**src/refr_pkg.sv**
```systemverilog
// shared constants, types and helpers for the rail enable and flag registers
package refr_pkg;

  // register offsets on the serial management bus
  localparam logic [7:0] ADDR_FLAGS     = 8'h07;
  localparam logic [7:0] ADDR_UNLOCK    = 8'h10;
  localparam logic [7:0] ADDR_CONV_EN   = 8'h11;
  localparam logic [7:0] ADDR_SWITCH_EN = 8'h12;

  // reset values, and the fixed read value of the unlock register
  localparam logic [7:0] RST_FLAGS      = 8'h00;
  localparam logic [7:0] RST_CONV_EN    = 8'h00;
  localparam logic [7:0] RST_SWITCH_EN  = 8'h00;
  localparam logic [7:0] READ_UNLOCK    = 8'h00;

  // writable field masks; the rest is reserved
  localparam logic [7:0] MASK_CONV_EN   = 8'h3f;
  localparam logic [7:0] MASK_SWITCH_EN = 8'h7f;

  // field positions in the converter enable register
  localparam int CONV5_BIT = 4;
  localparam int CONV6_BIT = 5;
  localparam logic [7:0] MASK_BACKUP    = 8'h30;
  localparam logic [7:0] MASK_SEQ_CONV  = 8'h1f;

  // field positions in the switch and output enable register
  localparam int LINREG_BIT  = 0;
  localparam int SWITCH1_BIT = 1;
  localparam int SWITCH2_BIT = 2;
  localparam int SWITCH3_BIT = 3;
  localparam int OUT1_BIT    = 4;
  localparam int OUT2_BIT    = 5;
  localparam int OUT3_BIT    = 6;

  // key scrambling of the unlock write; arbitrary value
  localparam logic [7:0] UNLOCK_XOR = 8'h5a;
  // serial bus device address; arbitrary value
  localparam logic [6:0] DEV_ADDR   = 7'h2a;
  localparam logic [3:0] BITS_BYTE  = 4'h8;

  typedef enum logic [2:0] {
    REFR_IDLE, REFR_RX, REFR_ACK, REFR_TX, REFR_TX_ACK
  } refr_state_t;

  typedef enum logic [1:0] {
    REFR_PH_ADDR, REFR_PH_PTR, REFR_PH_DATA
  } refr_phase_t;

  // new filtered level once the second and third stages agree
  function automatic logic refr_agree(input logic cur,
                                      input logic s2,
                                      input logic s3);
    refr_agree = (s2 == s3) ? s2 : cur;
  endfunction

endpackage

```
**src/refr_bus_if.sv**
```systemverilog
// register access carrier between the serial engine and the register bank
`timescale 1ns/100ps
interface refr_bus_if;
  logic [7:0] addr;
  logic [7:0] wdata;
  logic       wr;
  logic [7:0] rdata;

  modport engine (output addr, output wdata, output wr, input rdata);
  modport bank   (input addr, input wdata, input wr, output rdata);
endinterface

```
**src/refr_serial_engine.sv**
```systemverilog
// serial management bus slave: pointer, byte writes and byte reads
`timescale 1ns/100ps
module refr_serial_engine (
  input  wire logic clk,
  input  wire logic nrst,
  input  wire logic scl_in,
  input  wire logic sda_in,
  output logic      sda_out,
  output logic      sda_oe,
  refr_bus_if.engine bus
);
  import refr_pkg::*;

  logic [2:0]  scl_s_q, scl_s_d, sda_s_q, sda_s_d;
  logic        scl_q, scl_d, sda_q, sda_d;
  refr_state_t st_q, st_d;
  refr_phase_t ph_q, ph_d;
  logic [3:0]  cnt_q, cnt_d;
  logic [7:0]  sr_q, sr_d, ptr_q, ptr_d, wdata_q, wdata_d;
  logic        rw_q, rw_d, drv_q, drv_d, wr_q, wr_d;
  logic        scl_new, sda_new, rise, fall, start, stop;

  always_comb begin
    scl_s_d = {scl_s_q[1:0], scl_in};
    sda_s_d = {sda_s_q[1:0], sda_in};
    scl_new = refr_agree(scl_q, scl_s_q[1], scl_s_q[2]);
    sda_new = refr_agree(sda_q, sda_s_q[1], sda_s_q[2]);
    scl_d   = scl_new;
    sda_d   = sda_new;
    rise    = scl_new & ~scl_q;
    fall    = ~scl_new & scl_q;
    start   = scl_q & scl_new & sda_q & ~sda_new;
    stop    = scl_q & scl_new & ~sda_q & sda_new;
    st_d    = st_q;
    ph_d    = ph_q;
    cnt_d   = cnt_q;
    sr_d    = sr_q;
    ptr_d   = ptr_q;
    rw_d    = rw_q;
    drv_d   = drv_q;
    wdata_d = wdata_q;
    wr_d    = 1'b0;
    if (start) begin
      st_d  = REFR_RX;
      ph_d  = REFR_PH_ADDR;
      cnt_d = 4'h0;
      drv_d = 1'b0;
    end else if (stop) begin
      st_d  = REFR_IDLE;
      drv_d = 1'b0;
    end else if (rise) begin
      unique case (st_q)
        REFR_RX: begin
          sr_d  = {sr_q[6:0], sda_new};
          cnt_d = cnt_q + 4'h1;
        end
        REFR_TX: cnt_d = cnt_q + 4'h1;
        REFR_TX_ACK: if (sda_new) st_d = REFR_IDLE;
        default: ;
      endcase
    end else if (fall) begin
      unique case (st_q)
        REFR_RX: if (cnt_q == BITS_BYTE) begin
          st_d  = REFR_ACK;
          drv_d = 1'b1;
          unique case (ph_q)
            REFR_PH_ADDR: begin
              rw_d = sr_q[0];
              if (sr_q[7:1] != DEV_ADDR) begin
                st_d  = REFR_IDLE;
                drv_d = 1'b0;
              end
            end
            REFR_PH_PTR: ptr_d = sr_q;
            REFR_PH_DATA: begin
              wdata_d = sr_q;
              wr_d    = 1'b1;
            end
          endcase
        end
        REFR_ACK: begin
          cnt_d = 4'h0;
          if (rw_q) begin
            st_d  = REFR_TX;
            sr_d  = bus.rdata;
            drv_d = ~bus.rdata[7];
          end else begin
            st_d  = REFR_RX;
            drv_d = 1'b0;
            // pointer advances only after the written byte is taken
            if (ph_q == REFR_PH_DATA) ptr_d = ptr_q + 8'h01;
            ph_d = (ph_q == REFR_PH_ADDR) ? REFR_PH_PTR : REFR_PH_DATA;
          end
        end
        REFR_TX: if (cnt_q == BITS_BYTE) begin
          st_d  = REFR_TX_ACK;
          drv_d = 1'b0;
          ptr_d = ptr_q + 8'h01;
        end else begin
          sr_d  = {sr_q[6:0], 1'b0};
          drv_d = ~sr_q[6];
        end
        REFR_TX_ACK: begin
          st_d  = REFR_TX;
          cnt_d = 4'h0;
          sr_d  = bus.rdata;
          drv_d = ~bus.rdata[7];
        end
        default: ;
      endcase
    end
  end

  always_ff @(posedge clk or negedge nrst) begin
    if (!nrst) begin
      scl_s_q <= 3'h7;
      sda_s_q <= 3'h7;
      scl_q   <= 1'b1;
      sda_q   <= 1'b1;
      st_q    <= REFR_IDLE;
      ph_q    <= REFR_PH_ADDR;
      cnt_q   <= 4'h0;
      sr_q    <= 8'h00;
      ptr_q   <= 8'h00;
      rw_q    <= 1'b0;
      drv_q   <= 1'b0;
      wdata_q <= 8'h00;
      wr_q    <= 1'b0;
    end else begin
      scl_s_q <= scl_s_d;
      sda_s_q <= sda_s_d;
      scl_q   <= scl_d;
      sda_q   <= sda_d;
      st_q    <= st_d;
      ph_q    <= ph_d;
      cnt_q   <= cnt_d;
      sr_q    <= sr_d;
      ptr_q   <= ptr_d;
      rw_q    <= rw_d;
      drv_q   <= drv_d;
      wdata_q <= wdata_d;
      wr_q    <= wr_d;
    end
  end

  assign sda_out   = 1'b0;
  assign sda_oe    = drv_q;
  assign bus.addr  = ptr_q;
  assign bus.wdata = wdata_q;
  assign bus.wr    = wr_q;
endmodule

```
**src/refr_regs.sv**
```systemverilog
// rail enable, output enable, unlock key and suspend wake flag registers
`timescale 1ns/100ps

// Notes on behaviour
// RULE1: a wake flag is set only after suspend wake with that rail on.
// RULE2: wake flag register is read-only, resets to zero, fixed bit order.
// RULE3: reading the unlock key register always returns zero.
// RULE4: unlock key write gates changes of both protected enable registers.
// RULE5: converter enables in bits 5..0, reset 0, bits 7..6 read zero.
// RULE6: backup converters 5 and 6 clear only while seal status is 0; a sequencer load can still clear converter 5 at 1.
// RULE7: sequencer rewrites converters 1..5, switch 1 and linear regulator.
// RULE8: switch enables in bits 3..1, regulator bit 0, bit 7 reads zero.
// RULE9: bit 6 drives pin 3 low or releases it, unless warm reset.
// RULE10: bits 5,4 drive pins 2,1; ignored while pin 1 is input.
// RULE11: seal status 0 means fresh, 1 means broken.
// RULE12: warm reset select turns pin 3 into warm reset input.
// RULE13: input select makes pin 1 an input steering pin 2.
// RULE14: protected writes without a valid prior key write are dropped.
// RULE15: reserved enable bits ignore writes and read back as zero.
module refr_regs (
  input  wire logic       clk,
  input  wire logic       nrst,
  input  wire logic       scl_in,
  input  wire logic       sda_in,
  output logic            sda_out,
  output logic            sda_oe,
  input  wire logic       factory_seal_status,
  input  wire logic       warm_reset_select,
  input  wire logic       pin1_input_select_alt,
  input  wire logic       seq_load,
  input  wire logic [4:0] seq_conv_on,
  input  wire logic       seq_switch1_on,
  input  wire logic       seq_linreg_on,
  input  wire logic       suspend_entry,
  input  wire logic       wake_from_suspend,
  input  wire logic       start_from_off,
  output logic [5:0]      conv_on,
  output logic [2:0]      switch_on,
  output logic            linreg_on,
  input  wire logic       pin1_in,
  output logic            pin1_out,
  output logic            pin1_oe,
  output logic            pin2_out,
  output logic            pin2_oe,
  input  wire logic       pin3_in,
  output logic            pin3_out,
  output logic            pin3_oe,
  output logic            warm_reset_req
);
  import refr_pkg::*;

  refr_bus_if bus ();

  refr_serial_engine u_engine (
    .clk     (clk),
    .nrst    (nrst),
    .scl_in  (scl_in),
    .sda_in  (sda_in),
    .sda_out (sda_out),
    .sda_oe  (sda_oe),
    .bus     (bus)
  );

  logic [7:0] conv_en_q, conv_en_d;
  logic [7:0] sw_en_q, sw_en_d;
  logic [7:0] flags_q, flags_d;
  logic [7:0] snap_q, snap_d;
  logic       armed_q, armed_d;
  logic [7:0] armed_addr_q, armed_addr_d;
  logic [2:0] p1_s_q, p1_s_d, p3_s_q, p3_s_d;
  logic       p1_lvl_q, p1_lvl_d, p3_lvl_q, p3_lvl_d;
  logic       p1_oe_q, p1_oe_d, p2_oe_q, p2_oe_d, p3_oe_q, p3_oe_d;
  logic       wrst_q, wrst_d;
  logic       key_ok;
  logic [7:0] rdata;

  // register bank state and host writes
  always_comb begin
    conv_en_d    = conv_en_q;
    sw_en_d      = sw_en_q;
    armed_d      = armed_q;
    armed_addr_d = armed_addr_q;
    key_ok       = armed_q && (armed_addr_q == bus.addr);
    if (bus.wr) begin
      if (bus.addr == ADDR_UNLOCK) begin
        // key value names the one register it opens
        armed_d      = 1'b1; // RULE4
        armed_addr_d = bus.wdata ^ UNLOCK_XOR;
      end else begin
        // any other write consumes the unlock, used or not
        armed_d = 1'b0; // RULE14
        if (key_ok && bus.addr == ADDR_CONV_EN) begin
          conv_en_d = bus.wdata & MASK_CONV_EN; // RULE5 RULE15
          if (factory_seal_status) begin
            // broken seal: host writes may set backup converters, never clear them
            conv_en_d = conv_en_d | (conv_en_q & MASK_BACKUP); // RULE6 RULE11
          end
        end
        if (key_ok && bus.addr == ADDR_SWITCH_EN) begin
          sw_en_d = bus.wdata & MASK_SWITCH_EN; // RULE8 RULE15
        end
      end
    end
    // sequencer has the last word over a host write in the same cycle
    if (seq_load) begin
      conv_en_d = (conv_en_d & ~MASK_SEQ_CONV)
                | {3'h0, seq_conv_on}; // RULE7
      sw_en_d[SWITCH1_BIT] = seq_switch1_on; // RULE7
      sw_en_d[LINREG_BIT]  = seq_linreg_on; // RULE7
    end
  end

  always_ff @(posedge clk or negedge nrst) begin
    if (!nrst) begin
      conv_en_q    <= RST_CONV_EN;
      sw_en_q      <= RST_SWITCH_EN;
      armed_q      <= 1'b0;
      armed_addr_q <= 8'h00;
    end else begin
      conv_en_q    <= conv_en_d;
      sw_en_q      <= sw_en_d;
      armed_q      <= armed_d;
      armed_addr_q <= armed_addr_d;
    end
  end

  // wake flags: snapshot at suspend entry, published on wake
  always_comb begin
    snap_d  = snap_q;
    flags_d = flags_q;
    if (suspend_entry) begin
      snap_d = {sw_en_q[OUT3_BIT], sw_en_q[OUT2_BIT], sw_en_q[OUT1_BIT],
                sw_en_q[LINREG_BIT], conv_en_q[3:0]}; // RULE2
    end
    if (wake_from_suspend) begin
      flags_d = snap_q; // RULE1
    end else if (start_from_off) begin
      flags_d = RST_FLAGS; // RULE1
    end
  end

  always_ff @(posedge clk or negedge nrst) begin
    if (!nrst) begin
      snap_q  <= RST_FLAGS;
      flags_q <= RST_FLAGS; // RULE2
    end else begin
      snap_q  <= snap_d;
      flags_q <= flags_d;
    end
  end

  // read mux; flags register has no write path at all
  always_comb begin
    unique case (bus.addr)
      ADDR_FLAGS:     rdata = flags_q; // RULE2
      ADDR_UNLOCK:    rdata = READ_UNLOCK; // RULE3
      ADDR_CONV_EN:   rdata = conv_en_q & MASK_CONV_EN; // RULE15
      ADDR_SWITCH_EN: rdata = sw_en_q & MASK_SWITCH_EN; // RULE15
      default:        rdata = 8'h00;
    endcase
  end
  assign bus.rdata = rdata;

  // pin sampling and open-drain drive
  always_comb begin
    p1_s_d   = {p1_s_q[1:0], pin1_in};
    p3_s_d   = {p3_s_q[1:0], pin3_in};
    p1_lvl_d = refr_agree(p1_lvl_q, p1_s_q[1], p1_s_q[2]);
    p3_lvl_d = refr_agree(p3_lvl_q, p3_s_q[1], p3_s_q[2]);
    if (pin1_input_select_alt) begin
      // pin 1 is released and its level is copied to pin 2
      p1_oe_d = 1'b0; // RULE13
      p2_oe_d = ~p1_lvl_q; // RULE10 RULE13
    end else begin
      p1_oe_d = ~sw_en_q[OUT1_BIT]; // RULE10
      p2_oe_d = ~sw_en_q[OUT2_BIT]; // RULE10
    end
    if (warm_reset_select) begin
      p3_oe_d = 1'b0; // RULE9 RULE12
      wrst_d  = ~p3_lvl_q; // RULE12
    end else begin
      p3_oe_d = ~sw_en_q[OUT3_BIT]; // RULE9
      wrst_d  = 1'b0;
    end
  end

  always_ff @(posedge clk or negedge nrst) begin
    if (!nrst) begin
      p1_s_q   <= 3'h7;
      p3_s_q   <= 3'h7;
      p1_lvl_q <= 1'b1;
      p3_lvl_q <= 1'b1;
      p1_oe_q  <= 1'b0;
      p2_oe_q  <= 1'b0;
      p3_oe_q  <= 1'b0;
      wrst_q   <= 1'b0;
    end else begin
      p1_s_q   <= p1_s_d;
      p3_s_q   <= p3_s_d;
      p1_lvl_q <= p1_lvl_d;
      p3_lvl_q <= p3_lvl_d;
      p1_oe_q  <= p1_oe_d;
      p2_oe_q  <= p2_oe_d;
      p3_oe_q  <= p3_oe_d;
      wrst_q   <= wrst_d;
    end
  end

  assign conv_on        = conv_en_q[5:0];
  assign switch_on      = sw_en_q[SWITCH3_BIT:SWITCH1_BIT];
  assign linreg_on      = sw_en_q[LINREG_BIT];
  // open-drain pins only ever pull low
  assign pin1_out       = 1'b0;
  assign pin2_out       = 1'b0;
  assign pin3_out       = 1'b0;
  assign pin1_oe        = p1_oe_q;
  assign pin2_oe        = p2_oe_q;
  assign pin3_oe        = p3_oe_q;
  assign warm_reset_req = wrst_q;
endmodule

```
**config.mk**
```make
export PLATFORM = sky130hd
export DESIGN_NAME = refr_regs
export DESIGN_NICKNAME = d
export VERILOG_FILES = /design/src/refr_pkg.sv /design/src/refr_bus_if.sv /design/src/refr_serial_engine.sv /design/src/refr_regs.sv
export SDC_FILE = /design/constraint.sdc
export NUM_CORES = 1
export LEC_CHECK = 0
export BUFFER_PORTS_ARGS = -buffer_cell sky130_fd_sc_hd__buf_4
export CORE_MARGIN = 10
export CORE_UTILIZATION = 64
export DETAILED_ROUTE_END_ITERATION = 7
export PLACE_DENSITY = 0.88
export REMOVE_ABC_BUFFERS = 1
export SYNTH_ARGS = -nofsm -noshare
export SYNTH_HDL_FRONTEND = slang
export SYNTH_SLANG_ARGS = --single-unit
```
**constraint.sdc**
```tcl
create_clock -name clk -period 5.2 [get_ports clk]
set_input_delay 1.3 -clock clk [delete_from_list [all_inputs] [get_ports clk]]
set_output_delay 1.3 -clock clk [all_outputs]
set_load 0.01 [all_outputs]
```
## Word-level counts from Yosys, hierarchy flattened

Index checks and enable logic that the tools add are counted.
Widths: inputs -> output; s select.

- Add/sub/neg operators: 2
- Mux-type cells: 73
- Bitwise operators: 25
- Equality and inequality tests: 37
- Reductions and logical operators: 32

Operators by type and width:

| cell | number |
|---|---|
| $mux 8 | 16 |
| $pmux 8 s3 | 3 |
| $mux 3 | 9 |
| $mux 2 | 13 |
| $eq 8x5->1 const B | 3 |
| $mux 4 | 6 |
| $mux 1 | 23 |
| $reduce_and 7->1 | 3 |
| $not 1->1 | 15 |
| $reduce_bool 2->1 | 7 |
| $ne 2x2->1 const B | 6 |
| $pmux 3 s4 | 1 |
| $reduce_bool 3->1 | 4 |
| $ne 5x1->1 const B | 2 |
| $reduce_and 10->1 | 1 |
| $reduce_and 3->1 | 3 |
| $add 8x1->8 const B | 1 |
| $eq 8x3->1 const B | 1 |
| $eq 8x8->1 | 1 |
| $ne 2x1->1 const B | 4 |
| $or 8x5->8 | 1 |
| $reduce_and 4->1 | 2 |
| $reduce_bool 4->1 | 2 |
| $and 1x1->1 | 7 |
| 27 further kinds | 35 |

- Input bits: 20
- Register bits after elaboration: 96
- Output and inout bits: 19
- Word-level logic and storage cells: 198

## Depth between registers and ports, before layout

Gate-level depths: netlist of the first run.

- Depth in word-level cells: 9
- Mapped depth: 10
- Depth with buffers taken out: 9

## Hierarchy

A second synthesis of the first run with hierarchy kept.

- Cell total of the unflattened synthesis: 418
- Area total of the unflattened synthesis: 4747.1 µm²

Modules (own cells, without submodules):

| module | sequential area each (µm²) | times used | area an instance (µm²) | cells each |
|---|---|---|---|---|
| refr_serial_engine | 1111.1 | 1 | 2477.4 | 228 |
| refr_regs | 1261.2 | 1 | 2269.7 | 190 |

## Worst setup path after synthesis of the first run

No wires, ideal clock.

- Path kind: flip-flop to flip-flop
- From: register u_engine.scl_q
- To: register u_engine.ptr_q[1] (netlist: u_engine.bus.addr[1])
- Clock period less this slack: 2.514 ns
- Path slack: 2.686 ns
- Buffers on the path: 1
- Library setup time: 0.138 ns
- Data arrival time: 2.376 ns
- Required time: 5.062 ns
- Cell stages (with the launch flop): 10
- Cell sequence: dfstp_2 -> a21o_1 -> o21a_1 -> ha_1 -> nand2b_1 -> a2111o_1 -> a21oi_1 -> and2_1 -> clkbuf_1 -> a31oi_1

- Word-level cells in the longest chain between the ends: 6
- Elaborated cells on any way between the ends: 14
- Classes of those cells: 1 x mux; 12 x bitwise; 1 x reduce/logical

RTL lines:

| element | RTL line | RTL |
|---|---|---|
| from (decl) | refr_serial_engine.sv:15 | `logic scl_q, scl_d, sda_q, sda_d;` |
| from (signal assigned) | refr_serial_engine.sv:132 | `scl_q <= scl_d;` |
| $mux 1 (*) | refr_pkg.sv:53 | `refr_agree = (s2 == s3) ? s2 : cur;` |
| via u_engine.scl_d | refr_serial_engine.sv:15 |  |
| $and 1x1->1 | refr_serial_engine.sv:32, refr_serial_engine.sv:33 |  |
| $and 1x1->1, on equally long branches (2 in a row) | refr_serial_engine.sv:32, refr_serial_engine.sv:33 |  |
| $not 1->1 (no line) | n/a |  |
| $reduce_and 10->1 (no line) (*) | n/a |  |
| to (signal assigned) | refr_serial_engine.sv:138 | `ptr_q <= ptr_d;` |
| to (decl) | refr_serial_engine.sv:19 | `logic [7:0] sr_q, sr_d, ptr_q, ptr_d, wdata_q, wdata_d;` |

Mark *: on every way through the listed nets, which the timed path passes. The rest lies on a longest branch.
A chain may end at the register's enable or synchronous reset.

## Final worst setup path of the first run

- From: register u_engine.scl_q
- To: register u_engine.ptr_q[4] (netlist: u_engine.bus.addr[4])

The elaborated chain is that of the path after synthesis.

==> impl_metrics.yaml, run 1 <==
clock_tree:
  path_clk_slew_ns: 0.09
  numCtsBuffers: 9
  cts_num_sinks: 94
  cts_htree_levels: 3
  cts_setup_buffers: 0
  postCtsHoldBufs: 0
  cts_tree: "built"
  clock_latency_ns: 0.38
  cts_buffer_depth: 2
  ctsResizeCount: 0
  root_buffer: "clkbuf_8"
sta:
  setup_ws_ns: 2.249
  worstMarginPinSlew_ns: 1.379
  skew_ns: 0.01390
  rsz0062_at_grt: "no"
  setup-violations-final: 0
  finalCritPeriodShare_pct: 56.76
  fmax_ghz: 0.3388
  drv_slew: 0
  hold_violations: 0
  fin_setup_tns_ns: 0
  slew_headroom_pct: 7.883
  fin_crit_ns: 2.952
  whs_ns: 0.3615
route:
  drc_errors: 0
  routed_wl_mm: 10.42
  ant_nets: 0
  firstDrtPassIters: 5
  wl_per_cell_um: 18.57
  vias: 3497
  drt_iter0_markers: 283
  routed_via_density: 6.234
setup_path:
  worstReg2RegStart: "u_engine.scl_q"
  rrSetupSlack_ns: 2.25
  start_kind: "flip-flop"
  cp.required_ns: 5.44
  reg2regPathDepth: 8
  cp_data_arrival_time_ns: 3.20
  criticalPathCategory: "reg2reg"
  r2r_end: "u_engine.bus.addr[4]"
  end_kind: "flip-flop"
  crit_path_max_fanout: 13
placement:
  dp.cells: 545
  place.gp.congestion: 0.9247
  dp_slack_ns: 2.310
  dpl.hpwl_mm: 7.373
  port_buffers: 34
  dpl-instance-area_sq_um: 4900
die:
  die_h_um: 105.2
  io_pins: 39
  start_util_pct: 64.80
  core_area_sq_um: 7176
  fp.dieW_um: 105.2
  rows: 31
  die-area_sq_um: 11070
cells_and_area:
  instances_no_fill: 561
  layout_common_cells: "78 x dfrtp_1, 49 x nand2_1, 36 x mux2_2"
  register_area_sq_um: 2372
  multi_input_area_sq_um: 2069
  fin_nets: 486
  antenna_cells: 0
  area.growth.synth_to_final_pct: 9.096
  fin_util_pct: 70.69
  final_common_cell: "dfrtp_1"
  drive_gt1_share_pct: 24.46
  postLayoutCellArea_sq_um: 5072
  fillers: 524
power_and_ir_drop:
  total_power_mw: 1.354
  p_leak_nw: 2.399
  p_per_area_nw_per_um2: 266.9
  peakVddDrop_mv: 0.1911
min_path:
  min_from: "u_engine.scl_s_q[0]"
  worstHoldEndpoint: "u_engine.scl_s_q[1]"
  whs_path_depth: 0
  hp-class: "reg2reg"
global_routing:
  overflow: 0
  grt_pass1_wl_mm: 17.09
  groute.usage.overall_pct: 19.04
  antenna_found_initial: 0
  grt_pass1_vias: 3355
  grt_max_degree: 59
synthesis:
  syn_inst: 433
  syn_area_sq_um: 4649
  synth_enable_flop_cells: 0
  ys_ff_latch: 94
  ys_seq_area_share_pct: 51.02
  synth-main-ff-cell: "dfrtp_1"
  ys_types: 61
  synthArstFlopShare_pct: 100.0
  ys.warnings.count: 0
  syn_avg_cell_area_sq_um: 10.74
run:
  cap_violations: 0
status:
  status: "completed"
## synth_stat cells, types with 2 or more instances
library cell  number  area (sq um)
clkbuf_1          10         37.54
nor3_1            14         70.07
nor4_1             5         31.28
a21oi_1           12         60.06
a221oi_1           7         61.31
nand4_1            4         25.02
a21o_1             2         15.01
xor2_1             9         78.83
inv_1             19         71.32
o22ai_1            5         31.28
mux2i_1            7         70.07
buf_6              2         22.52
dfrtp_1           78          1952
nand3_1            9         45.04
nor2b_1           14         87.58
a22o_1             9         78.83
and3_1             3         18.77
and3b_1            3         26.28
buf_2              3         15.01
or2_2              2         12.51
a31oi_1           10         62.56
a211o_1            2         17.52
or3b_1             2         17.52
maj3_1             2         20.02
nand2b_1           5         31.28
ha_1               9         112.6
nor3b_1            2         15.01
nand3b_1           6         45.04
nand2_1           49         183.9
mux2_2            36         405.4
buf_4              8         60.06
nor2_1            15         56.30
dfstp_2           16         420.4
o21ai_0           27         135.1
## cell families (layout without fill, tap and decap cells)
| group | count (synthesis) | after routing | share of synthesized area (%) |
|---|---|---|---|
| compound gates | 87 | 87 | 12.41 |
| fa+ha+maj | 11 | 11 | 2.853 |
| xor+xnor | 9 | 9 | 1.695 |
| other cells | 1 | 4 | 0.08065 |
| flops | 94 | 94 | 51.02 |
| simple gates | 144 | 144 | 17.01 |
| mux | 43 | 43 | 10.23 |
| buf+inv | 44 | 70 | 4.709 |
## per-layer routing
layer  GRT usage [%]  vias to the layer above  wire (um)  share of wire (%)
li1                -                     1597          -                  -
met1           24.39                     1738       4359                 42
met2           30.62                      140       5209                 50
met3           4.263                       22        638                6.1
met4           7.745                        0        210                2.0
met5               0                        -          0                  0
## power by group
group / total, mW / leakage [nW] / internal [mW] / switching [mW]
clock: 0.451 / 0.0914 / 0.179 / 0.272
combinational: 0.114 / 1.09 / 0.0520 / 0.0620
sequential: 0.789 / 1.22 / 0.765 / 0.0236
## cell type report
cell class	count	area share, %
Clock buffer	10	2.516
Clock inverter	6	0.8880
Inverter	19	1.406
Multi-Input combinational cell	298	40.80
Sequential cell	94	46.77
Tap cell	99	2.442
Timing Repair Buffer	35	5.180
## registers in the layout (all words and copies together), names as in the netlist, 2 cells and up, named ones only
signal / flops
armed_addr_q: 8
p3_s_q: 3
u_engine.st_q: 3
u_engine.scl_s_q: 3
u_engine.sr_q: 8
conv_en_q: 5
flags_q: 8
snap_q: 8
u_engine.sda_s_q: 3
sw_en_q: 7
u_engine.bus.addr: 8
u_engine.bus.wdata: 8
u_engine.cnt_q: 4
u_engine.ph_q: 2
p1_s_q: 3
## worst max path at each step
stage	slack (ns)	startpoint	endpoint
global route	2.04	u_engine.scl_q	u_engine.bus.addr[1]
global placement	2.39	u_engine.scl_q	u_engine.bus.addr[1]
detailed placement	2.31	u_engine.scl_q	u_engine.bus.addr[1]
finish	2.25	u_engine.scl_q	u_engine.bus.addr[4]
floorplan	2.66	u_engine.scl_q	u_engine.bus.addr[1]
CTS	2.26	u_engine.scl_q	u_engine.bus.addr[1]
## worst max-delay path, stage by stage, from the launching register on
cell and delay [ns]:
dfstp_2 0.40, a21o_1 0.17, o21a_1 0.15, ha_1 0.37
nand2b_1 0.27, a2111o_1 0.40, a21oi_1 0.54, and2_1 0.40
a21oi_1 0.12
No activity file was read; power rests on OpenSTA's default activity.
==> run 2, diff against run 1 <==
- ABC_AREA: not set -> 1
- CORE_UTILIZATION: 64 -> 54
- PLACE_DENSITY: 0.88 -> 0.79
- clock period: 5.2 -> 2.6 ns (I/O delays scaled with it)
==> run 2 against run 1 <==
Utilization shrank 9.2 points. Non-clock buffer count grew 1. Global-route usage shrank 1.7 points. Via count grew 19%.
==> impl_metrics.yaml, run 2 <==
status:
  status: "completed"
setup_path:
  cp.required_ns: 2.89
  end_kind: "flip-flop"
  crit_path_max_fanout: 9
  start_kind: "flip-flop"
  crit_path_cell_trace: "a21oi_1 -> nor2_1 -> ha_1 -> nand4_2 -> nand2_1 -> inv_1 -> a21oi_1 -> nand3_1 -> nand2_1"
  crit_path_max_incr_delay_ns: 0.57
  crit_family: "simple AND/OR/NAND/NOR gates"
  criticalPathCategory: "reg2reg"
  crit_buf_inv: 1
  cpMaxStageDelayCell: "dfstp_2"
  cp_data_arrival_time_ns: 2.56
sta:
  finalCritPeriodShare_pct: 87.12
  drv_slew: 0
  setup_ws_ns: 0.3350
  slew_headroom_pct: 64.51
  worstMarginPinSlew_ns: 0.5323
  skew_ns: 0.01573
  fmax_ghz: 0.4415
  fin_setup_tns_ns: 0
  fin_crit_ns: 2.265
  setup-violations-final: 0
  rsz0062_at_grt: "no"
  hold_violations: 0
die:
  core_area_sq_um: 8763
  start_util_pct: 55.81
  fp.dieW_um: 115.2
  rows: 34
  die_h_um: 115.2
  io_pins: 39
  die-area_sq_um: 13260
synthesis:
  synth_common_cells: "151 x nand2_1, 78 x dfrtp_1, 76 x inv_1, 71 x nor2_1"
  synth.area.top_cells: "dfrtp_1 40%, nand2_1 12%, dfstp_2 8.6%, inv_1 5.8%, nor2_1 5.4%"
  ys_types: 40
  yosysTopAreaCellShare_pct: 39.91
  syn_inst: 608
  synth_enable_flop_cells: 0
  synth_most_common_cell: "nand2_1"
  syn_area_sq_um: 4891
  syn_avg_cell_area_sq_um: 8.044
  synthArstFlopShare_pct: 100.0
  ys_seq_area_share_pct: 48.50
  synth-main-ff-cell: "dfrtp_1"
  ys.warnings.count: 0
  yosys.area.top_type: "dfrtp_1"
  ys_ff_latch: 94
min_path:
  hp-class: "in2async"
placement:
  port_buffers: 34
  dpl-instance-area_sq_um: 5206
  place.gp.congestion: 0.9092
  dpl.hpwl_mm: 8.299
  dp_slack_ns: 0.3917
route:
  vias: 4150
  firstDrtPassIters: 5
  drt_iter0_markers: 436
  routed_wl_mm: 11.02
  ant_nets: 0
  wl_per_cell_um: 14.59
  drc_errors: 0
  routed_via_density: 5.497
clock_tree:
  cts_buffer_depth: 2
  postCtsHoldBufs: 0
  path_clk_slew_ns: 0.10
  numCtsBuffers: 9
  root_buffer: "clkbuf_8"
  cts_tree: "built"
  clock_latency_ns: 0.36
  ctsResizeCount: 0
  cts_num_sinks: 94
  cts_setup_buffers: 0
  cts_htree_levels: 3
global_routing:
  groute.usage.overall_pct: 17.37
  grt_pass1_vias: 3995
  overflow: 0
  antenna_found_initial: 0
  grt_max_degree: 52
  grt_pass1_wl_mm: 18.90
run:
  cap_violations: 0
power_and_ir_drop:
  p_per_area_nw_per_um2: 792.8
  peakVddDrop_mv: 0.4057
  p_leak_nw: 2.628
  total_power_mw: 4.273
cells_and_area:
  final_common_cell: "nand2_1"
  area.growth.synth_to_final_pct: 10.21
  layout_common_cells: "151 x nand2_1, 78 x dfrtp_1, 76 x inv_1"
  postLayoutCellArea_sq_um: 5390
  fin_nets: 671
  drive_gt1_share_pct: 17.00
  fin_util_pct: 61.51
  antenna_cells: 0
## run 2: worst paths after layout
check / from / end / slack (ns) / cells past startpoint
worst min-delay path: nrst / snap_q[4] / 0.25 / 1
worst max-delay path: u_engine.scl_q / u_engine.st_q[2] / 0.34 / 9
worst min register to register: u_engine.scl_s_q[0] / u_engine.scl_s_q[1] / 0.36 / 0
min in group clk: u_engine.scl_s_q[0] / u_engine.scl_s_q[1] / 0.36 / 0
worst max register to register: u_engine.scl_q / u_engine.st_q[2] / 0.34 / 9
max in group asynchronous: nrst / u_engine.bus.addr[6] / 1.68 / 2
## run 2: cells by family after synthesis
| family | synth area share (%) |
|---|---|
| buffers and inverters | 8.774 |
| muxes | 0.4349 |
| AOI/OAI and AO/OA | 10.28 |
| adders and majority gates | 2.712 |
| xor gates and xnor gates | 0.5373 |
| other | 0.07667 |
| DFF | 48.50 |
| and+or+nand+nor | 28.68 |
## run 2: metal layers
metal | track usage (%) | up-vias | part of all wire (%)
met3 | 3.229 | 25 | 7.1
met1 | 23.39 | 1963 | 44
met5 | 0 | - | 0
met4 | 7.096 | 0 | 2.2
li1 | - | 2001 | -
met2 | 26.95 | 161 | 46
## run 2: layout make-up
cell class,count,area [sq um]
clock buffers,12,156.4
clock inverters,4,27.53
fillers,750,3373
inverters,84,315.3
multi-input cells,417,2101
flip-flops and latches,94,2372
well taps,108,135.1
repair buffers,36,282.8
## run 2: worst register-to-register path: cells and delay by family (launching register included)
kind | cells | cell delay, ns
flip-flops | 1 | 0.57
AND/OR/NAND/NOR | 5 | 0.96
adder cells (fa/ha/maj) | 1 | 0.27
AO/OA/AOI/OAI | 2 | 0.32
buffers and inverters | 1 | 0.08
## run 2: through the flow
step,cells,hold WS [ns]
2_1_floorplan,595,0.3452
3_3_place_gp,739,0.3461
3_5_place_dp,739,0.3478
4_1_cts,755,0.2711
5_1_grt,755,0.2910
6_report,755,0.2529
## run 2: where the power goes
part           switching (mW)  internal [mW]  total (mW)
sequential              0.275           1.69        1.97
combinational           0.925          0.460        1.38
clock                   0.512          0.411       0.923
==> run 3, diff against run 2 <==
- CELL_PAD_IN_SITES_DETAIL_PLACEMENT: not set -> 1
- CELL_PAD_IN_SITES_GLOBAL_PLACEMENT: not set -> 1
- CORE_UTILIZATION: 54 -> 41
- PLACE_DENSITY: 0.79 -> 0.8
- SYNTH_HIERARCHICAL: not set -> 1
==> run 3 against run 2 <==
Clock skew is 0.0076 ns lower. Non-clock buffer count is 1 higher. Critical path type unchanged. Maximum frequency is 2.3% lower. Combinational power is 45% lower. Synthesized area is 3.0% higher. First-iteration DRC count is 53% lower. Power is 5.5% lower. Wire length is 23% higher. Highest routed layer unchanged.
==> impl_metrics.yaml, run 3 <==
cells_and_area:
  area.growth.synth_to_final_pct: 14.15
  fin_util_pct: 47.90
  layout_common_cells: "220 x nand2_1, 83 x inv_1, 78 x dfrtp_1"
  fillers: 1507
  instances_no_fill: 825
  drive_gt1_share_pct: 17.26
  antenna_cells: 0
  final_common_cell: "nand2_1"
  fin_nets: 699
clock_tree:
  postCtsHoldBufs: 0
  cts_setup_buffers: 0
  cts_tree: "built"
  path_clk_slew_ns: 0.07
  numCtsBuffers: 9
  root_buffer: "clkbuf_16"
  cts_num_sinks: 94
  cts_buffer_depth: 2
  clock_latency_ns: 0.35
  cts_htree_levels: 3
  ctsResizeCount: 0
sta:
  hold_violations: 0
  setup-violations-final: 0
  fmax_ghz: 0.4315
  drv_slew: 0
  fin_crit_ns: 2.318
  skew_ns: 0.008126
  fin_setup_tns_ns: 0
  rsz0062_at_grt: "no"
  setup_ws_ns: 0.2824
  finalCritPeriodShare_pct: 89.14
run:
  cap_violations: 0
synthesis:
  synthArstFlopShare_pct: 100.0
  syn_inst: 640
  synth-main-ff-cell: "dfrtp_1"
  ys_seq_area_share_pct: 47.07
  synth.area.top_cells: "dfrtp_1 39%, nand2_1 16%, dfstp_2 8.3%, inv_1 6.2%, nand3_1 4.3%"
  synth_most_common_cell: "nand2_1"
  ys_ff_latch: 94
  syn_avg_cell_area_sq_um: 7.875
  synth_enable_flop_cells: 0
  yosys.area.top_type: "dfrtp_1"
  yosysTopAreaCellShare_pct: 38.73
  ys_types: 43
  synth_common_cells: "220 x nand2_1, 83 x inv_1, 78 x dfrtp_1, 43 x nand3_1, 43 x nor2_1"
  ys.warnings.count: 6
  syn_area_sq_um: 5040
route:
  routed_wl_mm: 13.58
  routed_via_density: 5.101
  drt_iter0_markers: 205
  firstDrtPassIters: 4
  wl_per_cell_um: 16.46
  drc_errors: 0
  ant_nets: 0
  vias: 4208
placement:
  dp_slack_ns: 0.2715
  dp.cells: 809
  place.gp.congestion: 0.9043
  port_buffers: 34
  dpl.hpwl_mm: 10.19
global_routing:
  groute.layer.met3.usage_pct: 3.022
  use_met2_pct: 28.66
  overflow: 0
  antenna_found_initial: 0
  grt_pass1_vias: 4546
  groute.usage.overall_pct: 16.95
  busiest_layer: "met2"
  grt_max_degree: 81
  grt_pass1_wl_mm: 22.74
  use_met1_pct: 20.85
die:
  rows: 40
  start_util_pct: 41.96
  die_h_um: 130.9
  die-area_sq_um: 17130
  core_area_sq_um: 12010
  fp.dieW_um: 130.9
  io_pins: 39
setup_path:
  cp_data_arrival_time_ns: 2.56
  rrSetupSlack_ns: 0.28
  cp.required_ns: 2.84
  end_kind: "flip-flop"
  start_kind: "flip-flop"
  criticalPathCategory: "reg2reg"
  crit_path_max_fanout: 8
power_and_ir_drop:
  p_per_area_nw_per_um2: 701.6
  p_leak_nw: 2.881
  peakVddDrop_mv: 0.4997
status:
  status: "completed"
min_path:
  hp-class: "in2async"
run 3: layout make-up:
| type | count | area (sq um) | share of cell area, % |
|---|---|---|---|
| inverters | 91 | 346.6 | 6.024 |
| well taps | 147 | 183.9 | 3.197 |
| flip-flops and latches | 94 | 2372 | 41.24 |
| clock inverters | 6 | 116.4 | 2.023 |
| repair buffers | 37 | 290.3 | 5.046 |
| multi-input cells | 440 | 2215 | 38.49 |
| clock buffers | 10 | 229.0 | 3.980 |
run 3: per-layer routing:
layer  vias up  share of wire, %  wire length (um)
li1       2077                 -                 -
met1      2068                46              6218
met2        45                50              6773
met3        18               2.6               348
met4         0               1.8               240
met5         -                 0                 0
run 3: per-stage QoR:
step	hold slack, ns	total power [mW]	cell area [sq um]
detailed placement	0.3473	2.519	5408
global route	0.1502	4.250	5753
finish	0.1513	4.036	5753
CTS	0.1412	4.091	5753
global placement	0.3457	2.477	5408
floorplan	0.3452	2.239	4933
run 3: cell families after synthesis:
logic type	share of synthesized area [%]
XOR/XNOR	0.8691
adder cells (fa/ha/maj)	1.887
AND/OR/NAND/NOR	32.94
flip-flops	47.07
other	0.1490
AO/OA/AOI/OAI	7.945
buffers and inverters	9.136
run 3: power breakdown:
part           switching (mW)  internal [mW]  leakage (nW)
clock network           0.596          0.951         0.168
registers               0.148           1.59          1.22
logic                   0.497          0.257          1.50
run 3: path summary, 6_finish.rpt:
path | startpoint | end | cells past startpoint
worst max-delay path | u_engine/scl_q | u_engine/cnt_q[1] | 10
worst min-delay path | nrst | u_engine/st_q[2] | 1
worst max register to register | u_engine/scl_q | u_engine/cnt_q[1] | 10
worst min register to register | u_engine/scl_s_q[0] | u_engine/scl_s_q[1] | 0
max in group asynchronous | nrst | p1_s_q[0] | 2
min in group clk | u_engine/scl_s_q[0] | u_engine/scl_s_q[1] | 0
run 3: worst max-delay path, stage by stage (launching register included):
cell     delay [ns]
dfstp_2        0.57
a21oi_1        0.07
nor2_1         0.24
ha_1           0.27
nand2_1        0.11
nor2_4         0.25
nor2_1         0.13
a21oi_2        0.26
nand2_1        0.15
nand2_1        0.10
nand2_1        0.05
